### config.mk
export PLATFORM = sky130hd
export DESIGN_NAME = elsc_top
export DESIGN_NICKNAME = d
export VERILOG_FILES = /design/src/hdl/elsc_pkg.sv /design/src/hdl/elsc_counter_bank.sv /design/src/hdl/elsc_top.sv
export SDC_FILE = /design/constraint.sdc
export NUM_CORES = 2
export LEC_CHECK = 0
export ABC_AREA = 1
export BUFFER_PORTS_ARGS = -buffer_cell sky130_fd_sc_hd__buf_2
export CORE_MARGIN = 2
export CORE_UTILIZATION = 55
export CTS_CLUSTER_SIZE = 24
export DETAILED_ROUTE_END_ITERATION = 6
export GPL_TIMING_DRIVEN = 0
export PLACE_DENSITY_LB_ADDON = 0.25
export SLEW_MARGIN = 25
export SYNTH_ARGS = -nofsm -noshare
export SYNTH_HDL_FRONTEND = slang
export SYNTH_SLANG_ARGS = --single-unit
### constraint.sdc
create_clock -name sys_clk -period 7.1 [get_ports sys_clk]
set_input_delay 0.71 -clock sys_clk [delete_from_list [all_inputs] [get_ports sys_clk]]
set_output_delay 0.71 -clock sys_clk [all_outputs]
set_load 0.01 [all_outputs]
### src/hdl/elsc_pkg.sv
// Constants and carriers for the link status and statistics block.
// Assumes one 20 MHz clock and a synchronous active-low reset.
// ------------------------------------------------------------------------
// ------------------------------------------------------------------------
package elsc_pkg;

  // ----------------------------------------------------------------------
  // Services and attributes
  // ----------------------------------------------------------------------
  localparam logic [7:0] SVC_GET       = 8'h0E;
  localparam logic [7:0] SVC_SET       = 8'h10;
  localparam logic [7:0] SVC_GET_CLEAR = 8'h4C;
  localparam logic [7:0] ATTR_SPEED    = 8'h01;
  localparam logic [7:0] ATTR_FLAGS    = 8'h02;
  localparam logic [7:0] ATTR_MAC      = 8'h03;
  localparam logic [7:0] ATTR_IF_CNT   = 8'h04;
  localparam logic [7:0] ATTR_MEDIA    = 8'h05;
  localparam logic [7:0] ATTR_CONTROL  = 8'h06;

  // ----------------------------------------------------------------------
  // Status codes
  // ----------------------------------------------------------------------
  localparam logic [7:0] ST_OK          = 8'h00;
  localparam logic [7:0] ST_BAD_ATTR    = 8'h14;
  localparam logic [7:0] ST_NO_SERVICE  = 8'h08;
  localparam logic [7:0] ST_BAD_VALUE   = 8'h09;
  localparam logic [7:0] ST_CONFLICT    = 8'h0C;
  localparam logic [7:0] ST_NOT_SETABLE = 8'h0E;

  // ----------------------------------------------------------------------
  // Fields, speeds, counters
  // ----------------------------------------------------------------------
  localparam int FLG_LINK   = 0;
  localparam int FLG_DUPLEX = 1;
  localparam int FLG_NEG_LO = 2;
  localparam int FLG_RESET  = 5;
  localparam int FLG_FAULT  = 6;
  localparam int CTL_AUTO   = 0;
  localparam int CTL_DUPLEX = 1;
  localparam logic [2:0] NEG_BUSY   = 3'h0;
  localparam logic [2:0] NEG_FAILED = 3'h1;
  localparam logic [2:0] NEG_SPEED  = 3'h2;
  localparam logic [2:0] NEG_OK     = 3'h3;
  localparam logic [2:0] NEG_FORCED = 3'h4;
  localparam logic [15:0] SPEED_10  = 16'h000A;
  localparam logic [15:0] SPEED_100 = 16'h0064;
  localparam logic        RESET_NEEDED   = 1'b0;
  localparam logic        HALF_SUPPORTED = 1'b1;
  localparam logic        FULL_SUPPORTED = 1'b1;
  localparam logic [15:0] CTL_RESET      = 16'h0001;
  localparam logic [15:0] FSPEED_RESET   = 16'h0064;
  localparam int N_CNT   = 23;
  localparam int N_IF    = 11;
  localparam int N_MEDIA = 12;
  localparam int N_MAC   = 6;
  // Counter slots, receive then transmit then media
  localparam int C_IN_OCT = 0;
  localparam int C_OUT_OCT = 6;
  localparam int C_MEDIA  = 11;

  // ----------------------------------------------------------------------
  // Carriers
  // ----------------------------------------------------------------------
  typedef struct packed {
    logic       link_up;
    logic       full_duplex;
    logic       speed_100;
    logic       an_done;
    logic       an_speed_ok;
    logic       an_duplex_ok;
    logic       fault;
  } elsc_phy_type;

  typedef struct packed {
    logic [N_CNT-1:0] hit;
    logic [15:0]      rx_octets;
    logic [15:0]      tx_octets;
  } elsc_evt_type;

  typedef struct packed {
    logic        valid;
    logic [7:0]  service;
    logic [7:0]  attr;
    logic [4:0]  member;
    logic [15:0] wdata;
  } elsc_req_type;

  typedef struct packed {
    logic        valid;
    logic [7:0]  status;
    logic [31:0] data;
  } elsc_rsp_type;

endpackage : elsc_pkg

### src/hdl/elsc_counter_bank.sv
// Bank of 32-bit statistic counters with read-then-clear.
// Assumes event strobes come from logic on the same clock.
`timescale 1ns/100ps
module elsc_counter_bank
(
  input  wire logic                       sys_clk,
  input  wire logic                       reset_n,
  input  wire elsc_pkg::elsc_evt_type     evt,
  input  wire logic                       clr_en,
  input  wire logic [4:0]                 clr_idx,
  output logic [elsc_pkg::N_CNT-1:0][31:0] counts
);

  typedef struct packed {
    logic [elsc_pkg::N_CNT-1:0][31:0] cnt;
  } elsc_bank_type;

  elsc_bank_type state_r;
  elsc_bank_type state_nxt;

  // Wraps past the top, never saturates
  function automatic logic [31:0] elsc_bump(input logic [31:0] base,
                                            input logic [15:0] amount);
    elsc_bump = base + {16'h0000, amount};
  endfunction : elsc_bump

  always_comb
  begin
    logic [31:0] base;
    logic [15:0] amt;
    base      = 32'h0000_0000;
    amt       = 16'h0000;
    state_nxt = state_r;
    for (int i = 0; i < elsc_pkg::N_CNT; i++)
    begin
      // A cleared slot restarts from zero, so a same-cycle event survives
      base = (clr_en && clr_idx == 5'(i)) ? 32'h0000_0000
                                          : state_r.cnt[i];
      if (i == elsc_pkg::C_IN_OCT)
        amt = evt.rx_octets;
      else if (i == elsc_pkg::C_OUT_OCT)
        amt = evt.tx_octets;
      else
        amt = 16'h0001;
      state_nxt.cnt[i] = evt.hit[i] ? elsc_bump(base, amt)
                                    : base;
    end
  end

  always_ff @(posedge sys_clk)
  begin
    if (!reset_n)
      state_r <= '0;
    else
      state_r <= state_nxt;
  end

  assign counts = state_r.cnt;

endmodule : elsc_counter_bank

### src/hdl/elsc_top.sv
// Link status, control and statistics for one twisted-pair port.
// Assumes attribute requests and event strobes are on sys_clk, and
// PHY status pins arrive asynchronously.
`timescale 1ns/100ps
module elsc_top
(
  input  wire logic                   sys_clk,
  input  wire logic                   reset_n,
  input  wire elsc_pkg::elsc_phy_type phy_pins,
  input  wire logic [47:0]            mac_addr,
  input  wire elsc_pkg::elsc_evt_type evt,
  input  wire elsc_pkg::elsc_req_type req,
  output elsc_pkg::elsc_rsp_type      rsp,
  output logic                        cfg_auto_neg,
  output logic                        cfg_full_duplex,
  output logic                        cfg_speed_100
);

  // ----------------------------------------------------------------------
  // State
  // ----------------------------------------------------------------------
  typedef enum logic [1:0] {
    ELSC_IDLE  = 2'b01,
    ELSC_REPLY = 2'b10
  } elsc_phase_type;

  typedef struct packed {
    elsc_pkg::elsc_phy_type sync1;
    elsc_pkg::elsc_phy_type sync2;
    logic [15:0]            ctl;
    logic [15:0]            fspeed;
    elsc_phase_type         phase;
    logic [7:0]             status;
    logic [31:0]            data;
  } elsc_state_type;

  elsc_state_type state_r;
  elsc_state_type state_nxt;

  logic [elsc_pkg::N_CNT-1:0][31:0] counts;
  logic                             clr_en;
  logic [4:0]                       clr_idx;
  logic [2:0]                       neg_code;
  logic                             eff_duplex;
  logic [15:0]                      eff_speed;
  logic [31:0]                      flags;

  // ----------------------------------------------------------------------
  // Helpers
  // ----------------------------------------------------------------------
  function automatic logic elsc_is_counter(input logic [7:0] attr);
    elsc_is_counter = (attr == elsc_pkg::ATTR_IF_CNT) ||
                      (attr == elsc_pkg::ATTR_MEDIA);
  endfunction : elsc_is_counter

  function automatic logic elsc_member_ok(input logic [7:0] attr,
                                          input logic [4:0] member);
    case (attr)
      elsc_pkg::ATTR_IF_CNT:
        elsc_member_ok = member < 5'(elsc_pkg::N_IF);
      elsc_pkg::ATTR_MEDIA:
        elsc_member_ok = member < 5'(elsc_pkg::N_MEDIA);
      elsc_pkg::ATTR_MAC:
        elsc_member_ok = member < 5'(elsc_pkg::N_MAC);
      elsc_pkg::ATTR_CONTROL:
        elsc_member_ok = member < 5'h02;
      default:
        elsc_member_ok = member == 5'h00;
    endcase
  endfunction : elsc_member_ok

  function automatic logic [4:0] elsc_slot(input logic [7:0] attr,
                                           input logic [4:0] member);
    elsc_slot = (attr == elsc_pkg::ATTR_MEDIA)
              ? member + 5'(elsc_pkg::C_MEDIA) : member;
  endfunction : elsc_slot

  // ----------------------------------------------------------------------
  // Link state as seen after synchronising the PHY pins
  // ----------------------------------------------------------------------
  always_comb
  begin
    if (!state_r.ctl[elsc_pkg::CTL_AUTO])
    begin
      neg_code   = elsc_pkg::NEG_FORCED;
      eff_duplex = state_r.ctl[elsc_pkg::CTL_DUPLEX];
      eff_speed  = state_r.fspeed;
    end
    else if (!state_r.sync2.an_done)
    begin
      neg_code   = elsc_pkg::NEG_BUSY;
      eff_duplex = 1'b0;
      eff_speed  = elsc_pkg::SPEED_10;
    end
    else if (!state_r.sync2.an_speed_ok)
    begin
      // Nothing learned from the partner: safest common setting
      neg_code   = elsc_pkg::NEG_FAILED;
      eff_duplex = 1'b0;
      eff_speed  = elsc_pkg::SPEED_10;
    end
    else
    begin
      neg_code   = state_r.sync2.an_duplex_ok ? elsc_pkg::NEG_OK
                                              : elsc_pkg::NEG_SPEED;
      eff_duplex = state_r.sync2.an_duplex_ok &&
                   state_r.sync2.full_duplex;
      eff_speed  = state_r.sync2.speed_100 ? elsc_pkg::SPEED_100
                                           : elsc_pkg::SPEED_10;
    end
  end

  always_comb
  begin
    flags                        = 32'h0000_0000;
    flags[elsc_pkg::FLG_LINK]    = state_r.sync2.link_up;
    // Duplex is driven even with link down; readers must ignore it
    flags[elsc_pkg::FLG_DUPLEX]  = eff_duplex;
    flags[elsc_pkg::FLG_NEG_LO +: 3] = neg_code;
    flags[elsc_pkg::FLG_RESET]   = elsc_pkg::RESET_NEEDED;
    flags[elsc_pkg::FLG_FAULT]   = state_r.sync2.fault;
  end

  // ----------------------------------------------------------------------
  // Request handling
  // ----------------------------------------------------------------------
  always_comb
  begin
    logic [4:0]  slot;
    logic        hit_ok;
    logic [15:0] wd;
    slot      = elsc_slot(req.attr, req.member);
    hit_ok    = elsc_member_ok(req.attr, req.member);
    wd        = req.wdata;
    state_nxt = state_r;
    clr_en    = 1'b0;
    clr_idx   = slot;

    state_nxt.sync1 = phy_pins;
    state_nxt.sync2 = state_r.sync1;

    state_nxt.phase  = ELSC_IDLE;
    state_nxt.status = elsc_pkg::ST_OK;
    state_nxt.data   = 32'h0000_0000;

    if (req.valid)
    begin
      state_nxt.phase = ELSC_REPLY;
      if (!hit_ok)
        state_nxt.status = elsc_pkg::ST_BAD_ATTR;
      else
      begin
        case (req.service)
          elsc_pkg::SVC_GET,
          elsc_pkg::SVC_GET_CLEAR:
          begin
            case (req.attr)
              elsc_pkg::ATTR_SPEED:
                state_nxt.data = {16'h0000, eff_speed};
              elsc_pkg::ATTR_FLAGS:
                state_nxt.data = flags;
              elsc_pkg::ATTR_MAC:
                // Element 0 is the first octet sent on the wire
                state_nxt.data = {24'h00_0000,
                                  mac_addr[(5 - req.member[2:0]) * 8 +: 8]};
              elsc_pkg::ATTR_IF_CNT,
              elsc_pkg::ATTR_MEDIA:
                state_nxt.data = counts[slot];
              elsc_pkg::ATTR_CONTROL:
                state_nxt.data = {16'h0000, req.member[0] ? state_r.fspeed
                                                          : state_r.ctl};
              default:
                state_nxt.status = elsc_pkg::ST_BAD_ATTR;
            endcase
            // Old value goes out while the slot restarts from zero
            if (req.service == elsc_pkg::SVC_GET_CLEAR)
            begin
              if (elsc_is_counter(req.attr))
                clr_en = 1'b1;
              else
                state_nxt.status = elsc_pkg::ST_NO_SERVICE;
            end
          end
          elsc_pkg::SVC_SET:
          begin
            if (req.attr != elsc_pkg::ATTR_CONTROL)
              state_nxt.status = elsc_pkg::ST_NOT_SETABLE;
            else if (req.member[0])
            begin
              if (wd == elsc_pkg::SPEED_10 || wd == elsc_pkg::SPEED_100)
                state_nxt.fspeed = wd;
              else
                state_nxt.status = elsc_pkg::ST_BAD_VALUE;
            end
            else if (wd[15:2] != 14'h0000)
              state_nxt.status = elsc_pkg::ST_BAD_VALUE;
            else if (wd[elsc_pkg::CTL_AUTO] && wd[elsc_pkg::CTL_DUPLEX])
              state_nxt.status = elsc_pkg::ST_CONFLICT;
            else if (!wd[elsc_pkg::CTL_AUTO] &&
                     (wd[elsc_pkg::CTL_DUPLEX] ? !elsc_pkg::FULL_SUPPORTED
                                               : !elsc_pkg::HALF_SUPPORTED))
              state_nxt.status = elsc_pkg::ST_BAD_VALUE;
            else
              state_nxt.ctl = wd;
          end
          default:
            state_nxt.status = elsc_pkg::ST_NO_SERVICE;
        endcase
      end
    end
  end

  always_ff @(posedge sys_clk)
  begin
    if (!reset_n)
    begin
      state_r        <= '0;
      state_r.ctl    <= elsc_pkg::CTL_RESET;
      state_r.fspeed <= elsc_pkg::FSPEED_RESET;
      state_r.phase  <= ELSC_IDLE;
    end
    else
      state_r <= state_nxt;
  end

  // ----------------------------------------------------------------------
  // Counters and outputs
  // ----------------------------------------------------------------------
  elsc_counter_bank u_bank
  (
    .sys_clk (sys_clk),
    .reset_n (reset_n),
    .evt     (evt),
    .clr_en  (clr_en),
    .clr_idx (clr_idx),
    .counts  (counts)
  );

  always_comb
  begin
    rsp.valid = state_r.phase == ELSC_REPLY;
    case (state_r.phase)
      ELSC_REPLY:
      begin
        rsp.status = state_r.status;
        rsp.data   = state_r.data;
      end
      default:
      begin
        rsp.status = elsc_pkg::ST_OK;
        rsp.data   = 32'h0000_0000;
      end
    endcase
  end

  assign cfg_auto_neg    = state_r.ctl[elsc_pkg::CTL_AUTO];
  assign cfg_full_duplex = state_r.ctl[elsc_pkg::CTL_DUPLEX];
  assign cfg_speed_100   = state_r.fspeed == elsc_pkg::SPEED_100;

endmodule : elsc_top

Yosys cells after proc, flatten, opt, wreduce, memory -nomap -nowiden
Cells that the tools add are included.
- logic and storage cells: 234
- bits in registers: 824
- multiplexer cells: 82
- order comparisons: 5
- reduce and logical (&&, ||, !) cells: 38
- bitwise logic cells: 4
- shift operators: 1
- add/subtract/negate cells: 25
- equal/unequal tests: 36
- operator list (kind ; number):
    two-way mux 32 bit ; 49
    adder 32 x 1 -> 32 bit, second input constant ; 21
    binary-select mux 32 bit (select 5 bit) ; 1
    one-hot mux 32 bit (5 select lines) ; 1
    adder 32 x 16 -> 32 bit ; 2
    indexed part select 48 x 33 -> 8 bit ; 1
    two-way mux 42 bit ; 1
    equality test 5 x 4 -> 1 bit, second input constant ; 8
    two-way mux 40 bit ; 1
    equality test 5 bit, second input constant ; 7
    equality test 16 x 7 -> 1 bit, second input constant ; 2
    two-way mux 16 bit ; 2
    logical AND 1 bit ; 25
    equality test 8 x 3 -> 1 bit, second input constant ; 3
    two-way mux 8 bit ; 3
    two-way mux 7 bit ; 3
    equality test 5 x 3 -> 1 bit, second input constant ; 4
    two-way mux 4 bit ; 5
    equality test 16 x 4 -> 1 bit, second input constant ; 1
    equality test 8 x 2 -> 1 bit, second input constant ; 2
    one-hot mux 8 bit (2 select lines) ; 1
    nonzero test 14 bit ; 1
    equality test 5 x 2 -> 1 bit, second input constant ; 2
    logical NOT 5 bit ; 2
    27 further kinds ; 43

Logic depth before layout (Yosys ltp)
- depth after elaboration: 11
- mapped depth: 34
- mapped depth without buffers: 30

Cells and area by module
A second synthesis with hierarchy kept.
- cell total of the unflattened synthesis: 9190
- area, all modules: 54613.6 sq um
- by module, submodules not included (module ; times used ; area each (sq um) ; cells an instance ; sequential area each (sq um)):
    elsc_counter_bank ; 1 ; 42324.3 ; 6825 ; 14734.1
    elsc_top ; 1 ; 12289.3 ; 2365 ; 1701.6

Worst setup path after synthesis
No wires, ideal clock.
- path type: in2reg
- from: input req[16] (netlist bit)
- to: register u_bank.state_r, in the netlist u_bank.counts[214]
- slack: 1.993 ns
- stages: 29
- buffers on the path: 6
- arrival: 4.984 ns
- path through: buf_2 -> clkinv_1 -> clkbuf_1 -> buf_1 -> ha_1 -> o21ai_1 -> xor2_1 -> a21oi_2 -> buf_4 -> nand3_1 -> nor2_2 -> buf_2 -> buf_2 -> nor2_1 -> ha_1 -> fa_1 -> a21o_1 -> a21oi_1 -> o21ai_0 -> nand3_1 -> nand2_1 -> nand4_1 -> nand2_1 -> inv_1 -> nor2_1 -> inv_1 -> nor2_1 -> o21ai_0 -> a21oi_1
- word-level cells in the longest chain between the ends: 8
- elaborated cells between the ends (all ways): 15
- those cells by class: 2 x add/sub; 4 x order compare; 1 x eq/ne; 6 x mux; 2 x reduce/logical
- RTL lines (element ; RTL line ; text):
    start: declaration ; elsc_top.sv:12 ; input wire elsc_pkg::elsc_req_type req,
    < comparator 5 x 2 -> 1 bit, or another cell as far along ; elsc_top.sv:66 ; elsc_member_ok = member < 5'h02;
    one-hot mux 1 bit (4 select lines) ; elsc_top.sv:58 ; case (attr)
    two-way mux 1 bit ; elsc_top.sv:149 ; if (!hit_ok)
    two-way mux 1 bit ; elsc_top.sv:146 ; if (req.valid)
    logical AND 1 bit * ; elsc_counter_bank.sv:37 ; base = (clr_en && clr_idx == 5'(i)) ? 32'h0000_0000
    two-way mux 32 bit * ; elsc_counter_bank.sv:37 ;
    adder 32 x 16 -> 32 bit ; elsc_counter_bank.sv:24 ; elsc_bump = base + {16'h0000, amount};
    two-way mux 32 bit * ; elsc_counter_bank.sv:45 ; state_nxt.cnt[i] = evt.hit[i] ? elsc_bump(base, amt)
    end signal: assignment ; elsc_counter_bank.sv:55 ; state_r <= state_nxt;
    end: declaration ; elsc_counter_bank.sv:18 ; elsc_bank_type state_r;
Mark *: on every way between the ends. The rest lies on a longest branch, timed or not.
A chain may end at the register's enable or synchronous reset.

Final worst setup path
Ends and elaborated chain as after synthesis.

==> results.py <==
metrics = {
    "critical_path": {
        "worstSetupEndpoint": "u_bank.counts[214]",
        "worstPathRequired_ns": 7.69,
        "cp-start-kind": "primary input",
        "end_kind": "flip-flop",
        "slowest_stage": "a21oi_2",
        "cp_slowest_stage_delay_ns": 0.65,
        "r2r-end": "u_bank.counts[218]",
        "path_class": "primary input to flip-flop",
        "regToRegStartpoint": "u_bank.counts[192]",
        "reg2reg_slack_ns": 4.03,
        "path_max_fanout": 11,
        "startpoint": "req[16]",
        "reg2regPathDepth": 18,
        "cp.arrival_ns": 6.97,
    },
    "yosys": {
        "synthesis.area_um2": 52500,
        "synth-seq-area-share": 0.313,
        "ys_warn_count": 0,
        "synth.avg_cell_area_um2": 6.01,
        "ys_ff_latch": 821,
        "synth_edf_count": 0,
        "postSynthCellCount": 8723,
        "synthDistinctLibCells": 65,
        "async_flop_share": 0,
        "synth_ff_type": "dfxtp_1",
    },
    "clock_tree": {
        "cts_num_sinks": 821,
        "cts_made_buffers": 96,
        "cts_resized": 0,
        "cts-htree-levels": 3,
        "cts_setup_buffers": 0,
        "cts.clk_slew.worst_paths_ns": 0.06,
        "clock_path_buffers": 3,
        "holdBufCountCts": 0,
        "cts_tree": "done",
        "clock_latency_ns": 0.73,
        "cts_root_buffer": "clkbuf_16",
    },
    "routing": {
        "num_vias": 63200,
        "dr.pass1.iters": 7,
        "routedWlPerCell_um": 23.3,
        "ant_nets": 0,
        "wl_um": 241000,
        "drtIter0Drc": 9913,
        "drc": 4,
        "routed_via_density": 6.10,
    },
    "placed_design": {
        "gp_congestion": 1.11,
        "dpl_cell_area_um2": 55100,
        "place_ws_ns": 0.167,
        "place_hpwl_um": 187000,
        "port_buffers": 176,
    },
    "die": {
        "core_area_um2": 94700,
        "ios": 194,
        "dieArea_um2": 97900,
        "rows": 113,
        "initial_core_util": 0.554,
        "die_h_um": 313,
        "dieWidth_um": 313,
    },
    "cells_and_area": {
        "area_delta_synth_final_pct": 11.3,
        "final_nets": 9213,
        "final.fill_count": 9295,
        "design_area_um2": 58400,
        "drive_gt1_frac": 0.0744,
    },
    "hold_path": {
        "hp-class": "primary input to flip-flop",
    },
    "sta": {
        "period_minus_slack_ns": 6.38,
        "final_hold_viol_count": 0,
        "maxSlewViolCount": 0,
        "tns_ns": 0,
        "fin_skew_ns": 0.0238,
        "rsz0062_at_grt": "no",
        "worst_pin_slew_ns": 1.29,
        "final-setup-viol-count": 0,
        "max_freq_mhz": 157,
        "whs_ns": 0.191,
        "slew_headroom": 0.128,
        "period_share": 0.899,
        "setup_slack_ns": 0.715,
    },
    "run_status": {
        "status": "finished, violations left",
        "violations": "design-rule violations",
    },
    "power": {
        "total_power_w": 0.0113,
        "leakagePower_nw": 22.4,
        "ir_drop_mv": 0.204,
        "power_density_nw_per_um2": 194,
    },
    "global_route": {
        "grt_overflow": 0,
        "grt_pass1_vias": 55300,
        "track_usage": 0.470,
        "grt_pass1_wl_um": 347000,
        "grt_max_degree": 14,
        "antenna_found_initial": 16,
    },
    "job": {
        "maxCapViolCount": 0,
    },
}
==> sequential cells by signal, indices dropped and copies added (netlist names) <==
name,cells
cfg_auto_neg,1
cfg_full_duplex,1
flags,2
state_nxt,7
state_r,74
u_bank.counts,736
==> layout make-up <==
class,count,area (um^2),share of cell area
well taps,1265,1580,0.0271
diodes,9,22.5,0.000386
repair buffers,179,963,0.0165
flip-flops and latches,821,16400,0.281
clock buffers,136,2810,0.0480
multi-input cells,6440,30300,0.518
plain buffers,327,1540,0.0264
inverters,1137,4270,0.0732
clock inverters,41,498,0.00853
==> worst min-delay path by stage <==
stage	cells past startpoint	slack, ns	from	end
after floorplan	2	0.39	state_nxt[80]	flags[0]
after global placement	2	0.40	state_nxt[79]	state_r[79]
after detailed placement	2	0.40	state_nxt[80]	flags[0]
after CTS	3	0.18	phy_pins[3]	state_nxt[77]
after global routing	3	0.19	phy_pins[5]	state_nxt[79]
final	3	0.19	phy_pins[3]	state_nxt[77]
==> worst max-delay path: cells and delay by family <==
kind | cells | cell delay [ns]
compound gates | 7 | 1.51
xor+xnor | 1 | 0.17
fa+ha+maj | 3 | 0.94
buf+inv | 9 | 2.53
simple gates | 9 | 1.11
==> cell families (layout without fill, tap and decap cells) <==
kind of cell    after synthesis  after routing  share of synthesized area
simple gates               4801           4801                      0.391
buf+inv                    1464           1820                      0.110
compound gates             1543           1543                      0.165
other cells                   1             12                  0.0000715
flops                       821            821                      0.313
xor+xnor                     32             32                    0.00549
fa+ha+maj                    61             61                     0.0148
==> where the power goes <==
part / internal, W / leakage (nW) / switching [W]
Combinational: 0.000325 / 14.1 / 0.000950
Clock: 0.00309 / 1.62 / 0.00225
Sequential: 0.00466 / 6.63 / 0.0000671
Total: 0.00807 / 22.4 / 0.00326
==> metal layers <==
layer / up-vias / GRT usage / wire length, um / part of all wire
met1: 29000 / 0.613 / 92600 / 0.38
met5: - / 0.00484 / 71 / 0.00029
met4: 10 / 0.281 / 17400 / 0.072
met2: 4288 / 0.677 / 96000 / 0.40
li1: 29100 / - / - / -
met3: 837 / 0.147 / 34800 / 0.14
==> cells in the final DEF, fill, tap and decap left out, types with 10 or more instances in the layout <==
cell,instances
clkbuf_1,176
o22ai_1,294
o211ai_1,21
ha_1,59
nor2_1,1778
o21ai_1,12
inv_2,34
o21a_1,34
nand2_2,22
nor3b_1,12
and3_1,26
a211oi_1,22
clkbuf_16,98
clkbuf_2,27
o21ai_0,540
nand2_1,1769
nand3_1,564
buf_6,10
nor3_1,223
dfxtp_1,821
nor2_2,86
buf_2,223
inv_1,1096
nand3_2,14
or2_2,12
nor2_4,29
a31oi_1,14
xor2_1,14
clkinv_2,20
o2111ai_1,26
nor4_1,29
buf_4,34
nand3b_1,34
a21boi_0,15
buf_1,49
clkbuf_8,21
nand4_1,174
xnor2_1,17
a21oi_1,498
o311ai_0,20
==> cells in the mapped netlist (10+ instances only) <==
cell          n  area share
buf_1        57      0.0041
dfxtp_1     821        0.31
o311ai_0     20      0.0033
nand3b_1     34      0.0049
nand2_1    1769        0.13
clkbuf_1    186       0.013
nand2_2      22      0.0026
buf_4        34      0.0049
a211oi_1     22      0.0031
and3_1       26      0.0031
a21oi_1     498       0.048
a31oi_1      14      0.0017
inv_1      1096       0.078
o22ai_1     294       0.035
nand3_1     564       0.054
o2111ai_1    26      0.0043
xnor2_1      17      0.0028
nor3_1      223       0.021
o21ai_0     543       0.052
nor3b_1      12      0.0017
o211ai_1     21      0.0030
nor4_1       30      0.0036
or2_2        12      0.0014
xor2_1       14      0.0023
buf_2        39      0.0037
nand4_1     174       0.021
a21boi_0     15      0.0021
nand3_2      14      0.0027
o21a_1       34      0.0049
inv_2        34      0.0024
buf_6        10      0.0021
nor2_4       29      0.0062
ha_1         59       0.014
nor2_2       86       0.010
nor2_1     1778        0.13
==> per-stage QoR <==
step                std cells   util
floorplan                8725      -
global placement        10200  0.580
detailed placement      10200  0.581
CTS                     10300  0.616
global route            10300  0.616
finish                  10400  0.616
Power figures use the tool's default switching activity.
